## src/hdl/cbo_defs.svh

```systemverilog
// Opcodes, cycle counts and constants of the compare, clear, adjust and divide unit
`ifndef CBO_DEFS_SVH
`define CBO_DEFS_SVH
// Notes on behaviour
// - Compare-branch: three bytes, two cycles, pc plus three
// - Compare sets carry when first below second
// - Unequal compare branches by signed displacement
// - Aux carry is bit-3 carry, carry bit 7
// - Clear accumulator to zero, flags untouched
// - Clear carry or addressable bit, nothing else
// - Complement accumulator, one cycle, no flags
// - Complement carry or addressable bit, nothing else
// - Port read-modify-write uses output latch value
// - Low nibble over nine or aux: add six
// - Then carry or high over nine: add sixty
// - Adjust only sets carry, overflow left alone
// - Whole decimal adjust takes one cycle
// - Decrement wraps zero to all ones, no flags
// - Decrement accumulator, register, direct or indirect byte
// - Divide accumulator by B over four cycles
// - Normal divide clears carry and overflow
// - Zero divisor sets overflow, clears carry
`define CBO_OPC_CMPBR_IMM 8'hB4
`define CBO_OPC_CMPBR_DIR 8'hB5
`define CBO_OPC_CMPBR_IND 7'h5B
`define CBO_OPC_CMPBR_REG 5'h17
`define CBO_OPC_CLEAR_A 8'hE4
`define CBO_OPC_CLEAR_C 8'hC3
`define CBO_OPC_CLEAR_BIT 8'hC2
`define CBO_OPC_COMPL_A 8'hF4
`define CBO_OPC_COMPL_C 8'hB3
`define CBO_OPC_COMPL_BIT 8'hB2
`define CBO_OPC_DECADJ 8'hD4
`define CBO_OPC_DECR_A 8'h14
`define CBO_OPC_DECR_DIR 8'h15
`define CBO_OPC_DECR_IND 7'h0B
`define CBO_OPC_DECR_REG 5'h03
`define CBO_OPC_DIV 8'h84
`define CBO_CYC_ONE 3'h1
`define CBO_CYC_TWO 3'h2
`define CBO_CYC_FOUR 3'h4
`define CBO_PC_STEP 16'h0003
`define CBO_BCD_MAX 4'h9
`define CBO_BCD_FIX 4'h6
`define CBO_DIV_STEPS 2
`endif

```

## src/hdl/cbo_pkg.sv

```systemverilog
// Types of the compare, clear, adjust and divide unit
package cbo_pkg;
	typedef enum logic [1:0] {ST_IDLE = 2'b01, ST_EXEC = 2'b10} cbo_state_t;
	typedef enum logic [3:0] {
		OP_NONE, OP_CMPBR_IMM, OP_CMPBR_DIR, OP_CMPBR_MEM, OP_CLEAR_A, OP_CLEAR_C,
		OP_CLEAR_BIT, OP_COMPL_A, OP_COMPL_C, OP_COMPL_BIT, OP_DECADJ, OP_DECR_A,
		OP_DECR_MEM, OP_DIV
	} cbo_op_t;
	typedef enum logic [1:0] {MK_REG, MK_DIRECT, MK_INDIRECT} cbo_mkind_t;
	typedef struct packed {
		logic valid;
		logic [7:0] opcode;
		logic [7:0] byte2;
		logic [7:0] byte3;
		logic [15:0] pc;
	} cbo_issue_t;
	typedef struct packed {
		logic [7:0] acc;
		logic [7:0] b;
		logic carry;
		logic aux;
		logic overflow_flag;
	} cbo_arch_t;
	typedef struct packed {
		logic rd;
		logic wr;
		cbo_mkind_t kind;
		logic [2:0] reg_idx;
		logic ptr_idx;
		logic [7:0] addr;
		logic latch;
		logic [7:0] wdata;
	} cbo_mem_t;
	typedef struct packed {
		logic rd;
		logic wr;
		logic [7:0] addr;
		logic latch;
		logic wdata;
	} cbo_bit_t;
	typedef struct packed {
		logic done;
		logic acc_we;
		logic [7:0] acc;
		logic b_we;
		logic [7:0] b;
		logic c_we;
		logic c;
		logic overflow_we;
		logic overflow_flag;
		logic pc_we;
		logic [15:0] pc;
	} cbo_res_t;
	typedef struct packed {
		cbo_state_t st;
		cbo_op_t op;
		logic [2:0] cnt;
		logic first;
		logic busy;
		cbo_arch_t arch;
		logic [7:0] byte2;
		logic [7:0] byte3;
		logic [15:0] pc;
		logic [7:0] opnd;
		logic bitv;
		logic [7:0] rem;
		logic [7:0] quo;
		cbo_mem_t mem;
		cbo_bit_t bitq;
		cbo_res_t res;
	} cbo_s_t;
endpackage

```

## src/hdl/cbo_exec.sv

```systemverilog
// Execution unit for compare-branch, clear, complement, decimal adjust, decrement, divide
`timescale 1ns/1ps
`include "cbo_defs.svh"
module cbo_exec (
	// Clock and reset
	input wire logic core_clk,
	input wire logic rst_n,
	// Instruction from decoder and architectural snapshot
	input cbo_pkg::cbo_issue_t issue,
	input cbo_pkg::cbo_arch_t arch_in,
	// Read data for byte and bit operands
	input wire logic [7:0] mem_rdata,
	input wire logic bit_rdata,
	// Requests and results
	output logic busy,
	output cbo_pkg::cbo_mem_t mem_req,
	output cbo_pkg::cbo_bit_t bit_req,
	output cbo_pkg::cbo_res_t res
);
	cbo_pkg::cbo_s_t s_q;
	cbo_pkg::cbo_s_t s_d;
	logic accept;
	logic [7:0] dv_rem [0:`CBO_DIV_STEPS];
	logic [7:0] dv_quo [0:`CBO_DIV_STEPS];

	////////////////////////////////////////////////////////////////////////
	// Divider: two steps per cycle
	assign dv_rem[0] = s_q.rem;
	assign dv_quo[0] = s_q.quo;
	for (genvar g = 0; g < `CBO_DIV_STEPS; g++) begin : g_div
		logic q;
		cbo_div_step u_step (
			.rem_in(dv_rem[g]),
			.dvd_bit(dv_quo[g][7]),
			.divisor(s_q.arch.b),
			.rem_out(dv_rem[g+1]),
			.q_out(q)
		);
		assign dv_quo[g+1] = {dv_quo[g][6:0], q};
	end

	assign accept = (s_q.st == cbo_pkg::ST_IDLE) && issue.valid;

	////////////////////////////////////////////////////////////////////////
	// Next state
	always_comb begin
		logic [7:0] opnd;
		logic bitv;
		logic [7:0] cmp_a;
		logic [7:0] cmp_b;
		logic [8:0] adj_t;
		logic adj_c;
		logic [2:0] cyc;
		opnd = s_q.first ? mem_rdata : s_q.opnd;
		bitv = s_q.first ? bit_rdata : s_q.bitv;
		cmp_a = (s_q.op == cbo_pkg::OP_CMPBR_MEM) ? opnd : s_q.arch.acc;
		cmp_b = (s_q.op == cbo_pkg::OP_CMPBR_DIR) ? opnd : s_q.byte2;
		adj_t = {1'b0, s_q.arch.acc};
		adj_c = s_q.arch.carry;
		cyc = `CBO_CYC_ONE;
		if (s_q.arch.acc[3:0] > `CBO_BCD_MAX || s_q.arch.aux) begin
			adj_t = adj_t + {5'h00, `CBO_BCD_FIX};
		end
		adj_c = adj_c | adj_t[8];
		if (adj_t[7:4] > `CBO_BCD_MAX || adj_c) begin
			adj_t = {1'b0, adj_t[7:0]} + {1'b0, `CBO_BCD_FIX, 4'h0};
		end
		adj_c = adj_c | adj_t[8];
		s_d = s_q;
		s_d.res.done = 1'b0;
		s_d.res.acc_we = 1'b0;
		s_d.res.b_we = 1'b0;
		s_d.res.c_we = 1'b0;
		s_d.res.overflow_we = 1'b0;
		s_d.res.pc_we = 1'b0;
		s_d.mem.rd = 1'b0;
		s_d.mem.wr = 1'b0;
		s_d.bitq.rd = 1'b0;
		s_d.bitq.wr = 1'b0;
		case (s_q.st)
			cbo_pkg::ST_IDLE: begin
				if (issue.valid) begin
					s_d.st = cbo_pkg::ST_EXEC;
					s_d.busy = 1'b1;
					s_d.first = 1'b1;
					s_d.arch = arch_in;
					s_d.byte2 = issue.byte2;
					s_d.byte3 = issue.byte3;
					s_d.pc = issue.pc + `CBO_PC_STEP;
					s_d.rem = 8'h00;
					s_d.quo = arch_in.acc;
					s_d.mem.reg_idx = issue.opcode[2:0];
					s_d.mem.ptr_idx = issue.opcode[0];
					s_d.mem.addr = issue.byte2;
					s_d.mem.latch = 1'b0;
					s_d.bitq.addr = issue.byte2;
					s_d.bitq.latch = 1'b1;
					s_d.op = cbo_pkg::OP_NONE;
					if (issue.opcode == `CBO_OPC_CMPBR_IMM) begin
						s_d.op = cbo_pkg::OP_CMPBR_IMM;
						cyc = `CBO_CYC_TWO;
					end else if (issue.opcode == `CBO_OPC_CMPBR_DIR) begin
						s_d.op = cbo_pkg::OP_CMPBR_DIR;
						s_d.mem.kind = cbo_pkg::MK_DIRECT;
						s_d.mem.rd = 1'b1;
						cyc = `CBO_CYC_TWO;
					end else if (issue.opcode[7:1] == `CBO_OPC_CMPBR_IND) begin
						s_d.op = cbo_pkg::OP_CMPBR_MEM;
						s_d.mem.kind = cbo_pkg::MK_INDIRECT;
						s_d.mem.rd = 1'b1;
						cyc = `CBO_CYC_TWO;
					end else if (issue.opcode[7:3] == `CBO_OPC_CMPBR_REG) begin
						s_d.op = cbo_pkg::OP_CMPBR_MEM;
						s_d.mem.kind = cbo_pkg::MK_REG;
						s_d.mem.rd = 1'b1;
						cyc = `CBO_CYC_TWO;
					end else if (issue.opcode == `CBO_OPC_CLEAR_A) begin
						s_d.op = cbo_pkg::OP_CLEAR_A;
					end else if (issue.opcode == `CBO_OPC_CLEAR_C) begin
						s_d.op = cbo_pkg::OP_CLEAR_C;
					end else if (issue.opcode == `CBO_OPC_CLEAR_BIT) begin
						s_d.op = cbo_pkg::OP_CLEAR_BIT;
					end else if (issue.opcode == `CBO_OPC_COMPL_A) begin
						s_d.op = cbo_pkg::OP_COMPL_A;
					end else if (issue.opcode == `CBO_OPC_COMPL_C) begin
						s_d.op = cbo_pkg::OP_COMPL_C;
					end else if (issue.opcode == `CBO_OPC_COMPL_BIT) begin
						s_d.op = cbo_pkg::OP_COMPL_BIT;
						s_d.bitq.rd = 1'b1;
					end else if (issue.opcode == `CBO_OPC_DECADJ) begin
						s_d.op = cbo_pkg::OP_DECADJ;
					end else if (issue.opcode == `CBO_OPC_DECR_A) begin
						s_d.op = cbo_pkg::OP_DECR_A;
					end else if (issue.opcode == `CBO_OPC_DECR_DIR) begin
						s_d.op = cbo_pkg::OP_DECR_MEM;
						s_d.mem.kind = cbo_pkg::MK_DIRECT;
						s_d.mem.rd = 1'b1;
						s_d.mem.latch = 1'b1;
					end else if (issue.opcode[7:1] == `CBO_OPC_DECR_IND) begin
						s_d.op = cbo_pkg::OP_DECR_MEM;
						s_d.mem.kind = cbo_pkg::MK_INDIRECT;
						s_d.mem.rd = 1'b1;
						s_d.mem.latch = 1'b1;
					end else if (issue.opcode[7:3] == `CBO_OPC_DECR_REG) begin
						s_d.op = cbo_pkg::OP_DECR_MEM;
						s_d.mem.kind = cbo_pkg::MK_REG;
						s_d.mem.rd = 1'b1;
						s_d.mem.latch = 1'b1;
					end else if (issue.opcode == `CBO_OPC_DIV) begin
						s_d.op = cbo_pkg::OP_DIV;
						cyc = `CBO_CYC_FOUR;
					end
					s_d.cnt = cyc - `CBO_CYC_ONE;
				end
			end
			cbo_pkg::ST_EXEC: begin
				s_d.first = 1'b0;
				s_d.opnd = opnd;
				s_d.bitv = bitv;
				s_d.rem = dv_rem[`CBO_DIV_STEPS];
				s_d.quo = dv_quo[`CBO_DIV_STEPS];
				if (s_q.cnt != 3'h0) begin
					s_d.cnt = s_q.cnt - 3'h1;
				end else begin
					s_d.st = cbo_pkg::ST_IDLE;
					s_d.busy = 1'b0;
					s_d.res.done = 1'b1;
					case (s_q.op)
						cbo_pkg::OP_CMPBR_IMM, cbo_pkg::OP_CMPBR_DIR, cbo_pkg::OP_CMPBR_MEM: begin
							s_d.res.c_we = 1'b1;
							s_d.res.c = cmp_a < cmp_b;
							s_d.res.pc_we = 1'b1;
							s_d.res.pc = s_q.pc;
							if (cmp_a != cmp_b) begin
								s_d.res.pc = s_q.pc + {{8{s_q.byte3[7]}}, s_q.byte3};
							end
						end
						cbo_pkg::OP_CLEAR_A: begin
							s_d.res.acc_we = 1'b1;
							s_d.res.acc = 8'h00;
						end
						cbo_pkg::OP_CLEAR_C, cbo_pkg::OP_COMPL_C: begin
							s_d.res.c_we = 1'b1;
							s_d.res.c = (s_q.op == cbo_pkg::OP_COMPL_C) & ~s_q.arch.carry;
						end
						cbo_pkg::OP_CLEAR_BIT, cbo_pkg::OP_COMPL_BIT: begin
							s_d.bitq.wr = 1'b1;
							s_d.bitq.wdata = (s_q.op == cbo_pkg::OP_COMPL_BIT) & ~bitv;
						end
						cbo_pkg::OP_COMPL_A: begin
							s_d.res.acc_we = 1'b1;
							s_d.res.acc = ~s_q.arch.acc;
						end
						cbo_pkg::OP_DECADJ: begin
							s_d.res.acc_we = 1'b1;
							s_d.res.acc = adj_t[7:0];
							s_d.res.c_we = 1'b1;
							s_d.res.c = adj_c;
						end
						cbo_pkg::OP_DECR_A: begin
							s_d.res.acc_we = 1'b1;
							s_d.res.acc = s_q.arch.acc - 8'h01;
						end
						cbo_pkg::OP_DECR_MEM: begin
							s_d.mem.wr = 1'b1;
							s_d.mem.wdata = opnd - 8'h01;
						end
						cbo_pkg::OP_DIV: begin
							s_d.res.c_we = 1'b1;
							s_d.res.c = 1'b0;
							s_d.res.overflow_we = 1'b1;
							s_d.res.overflow_flag = s_q.arch.b == 8'h00;
							if (s_q.arch.b != 8'h00) begin
								s_d.res.acc_we = 1'b1;
								s_d.res.acc = dv_quo[`CBO_DIV_STEPS];
								s_d.res.b_we = 1'b1;
								s_d.res.b = dv_rem[`CBO_DIV_STEPS];
							end
						end
						default: begin
						end
					endcase
				end
			end
			default: begin
				s_d.st = cbo_pkg::ST_IDLE;
				s_d.busy = 1'b0;
			end
		endcase
	end

	always_ff @(posedge core_clk or negedge rst_n) begin
		if (!rst_n) begin
			s_q <= '0;
			s_q.st <= cbo_pkg::ST_IDLE;
		end else begin
			s_q <= s_d;
		end
	end

	assign busy = s_q.busy;
	assign mem_req = s_q.mem;
	assign bit_req = s_q.bitq;
	assign res = s_q.res;
endmodule

```

## src/hdl/cbo_div_step.sv

```systemverilog
// One restoring division step
`timescale 1ns/1ps
module cbo_div_step (
	// Partial remainder and next dividend bit
	input wire logic [7:0] rem_in,
	input wire logic dvd_bit,
	input wire logic [7:0] divisor,
	// Step result
	output logic [7:0] rem_out,
	output logic q_out
);
	logic [8:0] part;
	logic [9:0] diff;
	assign part = {rem_in, dvd_bit};
	assign diff = {1'b0, part} - {2'h0, divisor};
	assign q_out = ~diff[9];
	assign rem_out = q_out ? diff[7:0] : part[7:0];
endmodule

```

## config.mk

```make
export PLATFORM = sky130hd
export DESIGN_NAME = cbo_exec
export DESIGN_NICKNAME = d
export VERILOG_FILES = /design/src/hdl/cbo_pkg.sv /design/src/hdl/cbo_exec.sv /design/src/hdl/cbo_div_step.sv
export VERILOG_INCLUDE_DIRS = /design/src /design/src/hdl
export SDC_FILE = /design/constraint.sdc
export NUM_CORES = 1
export LEC_CHECK = 0
export BUFFER_PORTS_ARGS = -buffer_cell sky130_fd_sc_hd__buf_2
export CORE_ASPECT_RATIO = 0.8
export CORE_MARGIN = 10
export CORE_UTILIZATION = 40
export DETAILED_ROUTE_END_ITERATION = 16
export PLACE_DENSITY_LB_ADDON = 0.05
export SYNTH_ARGS = -nofsm -noshare
export SYNTH_HDL_FRONTEND = slang
export SYNTH_HIERARCHICAL = 1
export SYNTH_SLANG_ARGS = --single-unit
```

## constraint.sdc

```tcl
create_clock -name core_clk -period 10.3 [get_ports core_clk]
set_clock_uncertainty 0.05 [all_clocks]
set_input_delay 2.06 -clock core_clk [delete_from_list [all_inputs] [get_ports core_clk]]
set_output_delay 2.06 -clock core_clk [all_outputs]
set_load 0.005 [all_outputs]
```

==> results.ini <==
[drt]
wirelength_um=26250
drt-pass1-iter-count=5
drt_iter0_markers=419
drtAntennaViolNets=0
vias_per_cell=5.043
routedWlPerCell_um=17.55
drc=0
num_vias=7545

[sta]
totalNegativeSetupSlack_ns=0
whs_ns=0.4128
final-setup-viol-count=0
rsz0062_at_grt=false
final_hold_viol_count=0
min_period_ns=4.483
slew-limit-headroom_pct=30.55
period_share_pct=43.53
slew_violations=0
clock.fmax_mhz=223.1
worstMarginPinSlew_ns=1.042

[clock_tree]
path_clk_slew_ns=0.06
clk_latency_ns=0.42
clock_path_buffers=2
cts_resized=0
numCtsBuffers=17
holdBufCountCts=0
root_buffer=clkbuf_16
cts_tree=done
cts_setup_buffers=0
clock_sinks=145
cts_htree_levels=4

[synthesis]
yosysTopAreaCell=dfrtp_1
synth_top_area_share_pct=37.27
yosys_warnings=6
syn-num-nets=1245
synth_edf_count=0
ys_types=84
synth_area_leaders=dfrtp_1 (37%), nand2_1 (9.4%), ha_1 (6.3%)
ys.flop_type=dfrtp_1
syn_avg_cell_area_um2=8.618
synth-seq-area-share_pct=37.54
async_flop_share_pct=100.0
ys_ff_latch=145
synthCells=1122
synth_area_mm2=0.009669

[layout]
finalNetCount=1293
multi_input_comb_area_mm2=0.005069
nFillCells=2415
drive_gt1_share_pct=20.90
area_growth_pct=9.511
seq_area_mm2=0.003630
fin_area_mm2=0.01059

[power_and_ir_drop]
power_leakage_nw=5.174
p_per_area_mw_per_mm2=363.8
p_total_w=0.003852
ir_worst_vdd_uv=235.5

[critical_path]
critPathCaptureType=flop
cp_max_fo=18
path_class=input port to flop
cp-start-kind=input port
cp_top_family=multiplexers
r2r-start=s_q[140]
worst-path-stages=11
required_ns=10.61
reg2reg_slack_ns=6.24
slowest_delay_ns=0.66
rr_endpoint=res[30]
crit_slowest_cell=and4_1
cp-startpoint=mem_rdata[2]
arrival_ns=4.79
r2r_cells=15
crit_buf_inv=1
cp_cell_sequence=buf_2 > mux2i_1 > a21oi_1 > ha_1 > and3_1 > and4_1 > nor2_1 > mux2i_1 > nor2_1 > mux2_4 > a21oi_2
crit_end=res[15]

[grt]
grt_pass1_wl_um=42430
antenna_found_initial=3
first_global_vias=7377
grt_usage_pct=16.75
grt_max_degree=96
overflow=0

[hold_path]
min_path_type=flop to flop
hold_depth=1

[floorplan]
die_w_um=193.8
initial_core_util_pct=41.00
coreArea_mm2=0.02359
ios=149
dieArea_mm2=0.03083
die_height_um=159.1
rows=50

[place]
io_buffers=147
hpwl_um=19610
place_congestion=0.8533
place_area_mm2=0.01006

[run_status]
status=complete, no violations

[flow_run]
maxCapViolCount=0

==> worst register-to-register path, stage by stage, from the launching register on <==
cell and delay [ns]:
dfrtp_1 0.42, inv_1 0.07, ha_1 0.34, a21o_1 0.21, a21oi_2 0.14, o21ai_2 0.11
a21oi_4 0.37, mux2_4 0.36, ha_1 0.37, a21o_1 0.21, a21oi_2 0.14, o21ai_2 0.13
a21oi_4 0.38, inv_1 0.15, a22oi_1 0.35, o21ai_0 0.12
==> cells in the final DEF (no fill, tap or decap), types with 4 or more instances in the layout <==
cell	instances
xnor2_1	20
ha_1	49
inv_1	47
and3_1	8
a21o_1	8
nand4_1	9
clkinv_2	4
o21bai_1	4
nor2b_1	13
buf_2	146
nand3_1	22
a221o_1	4
nand2_1	241
xor2_1	30
o21ai_0	81
o21ai_1	9
nor2_1	69
o21ai_2	7
a211oi_1	6
clkbuf_16	17
o21a_1	5
nand2b_1	9
dfrtp_1	144
buf_4	6
a22oi_1	5
mux2_2	11
nor3_1	19
a31oi_1	11
a21oi_1	52
mux2i_1	19
mux2_4	11
==> per-layer routing <==
layer | vias up | wire, um | global-route usage, %
li1 | 3857 | - | -
met1 | 3545 | 14230 | 25.13
met2 | 126 | 10560 | 23.34
met3 | 15 | 1256 | 4.351
met4 | 2 | 190 | 3.387
met5 | - | 18 | 0
==> metrics by stage <==
step | instances | utilization [%] | setup slack (ns)
after floorplan | 1122 | - | 6.191
after global placement | 1463 | 42.67 | 5.367
after CTS | 1494 | 44.88 | 5.786
final | 1496 | 44.90 | 5.817
after detailed placement | 1463 | 42.67 | 5.363
after global routing | 1494 | 44.88 | 5.614
==> report_power, final <==
part / total, W / internal (W) / leakage (nW) / switching (W)
clock: 0.000568 / 0.000308 / 0.250 / 0.000261
combinational: 0.00227 / 0.00101 / 3.14 / 0.00126
sequential: 0.00102 / 0.000770 / 1.79 / 0.000247
total: 0.00385 / 0.00209 / 5.17 / 0.00177
==> logic make-up after synthesis <==
kind of cell             after synthesis  synth area share [%]
XOR/XNOR                              50                 4.529
adder cells (fa/ha/maj)               52                 6.962
flip-flops                           145                 37.54
AO/OA/AOI/OAI                        239                 16.36
buffers and inverters                173                 10.12
multiplexers                          41                 4.956
AND/OR/NAND/NOR                      422                 19.54
==> state kept, by name (all words and copies together) (netlist names) <==
signal and cells:
bit_req 12, dv_rem 8, mem_req 16, s_q 61, dv_quo 8, res 40
==> cell usage after synthesis (3+ instances only) <==
library cell / n
a211oi_1: 6
a21o_1: 8
a21oi_1: 52
a21oi_2: 3
a221o_1: 4
a221oi_1: 3
a22oi_1: 5
a31oi_1: 11
and2_1: 3
and3_1: 8
buf_1: 3
buf_2: 9
buf_4: 78
clkbuf_1: 31
dfrtp_1: 144
fa_1: 3
ha_1: 49
inv_1: 47
mux2_2: 11
mux2_4: 11
mux2i_1: 19
nand2_1: 241
nand2b_1: 9
nand2b_4: 3
nand3_1: 22
nand4_1: 9
nor2_1: 70
nor2b_1: 13
nor3_1: 19
nor3b_1: 3
o211ai_1: 3
o21a_1: 5
o21ai_0: 81
o21ai_1: 9
o21ai_2: 7
o21bai_1: 4
o221ai_1: 3
o22ai_1: 3
o31a_1: 3
o31ai_1: 3
xnor2_1: 20
xor2_1: 30
==> area by class of cell <==
cell class / count / area share (%)
diodes: 2 / 0.04726
well taps: 312 / 3.687
clock buffers: 19 / 4.088
repair buffers: 153 / 7.432
clock inverters: 12 / 0.8153
multi-input cells: 804 / 47.87
inverters: 49 / 1.784
flip-flops and latches: 145 / 34.28
==> worst min path at each step <==
stage,startpoint,endpoint,slack (ns)
floorplan,bit_req[1],bit_req[1],0.39
global placement,bit_req[1],bit_req[1],0.40
detailed placement,bit_req[1],bit_req[1],0.40
CTS,bit_req[1],bit_req[1],0.42
global route,res[30],res[30],0.44
finish,bit_req[1],bit_req[1],0.41
(Power assumes the default switching activity.)
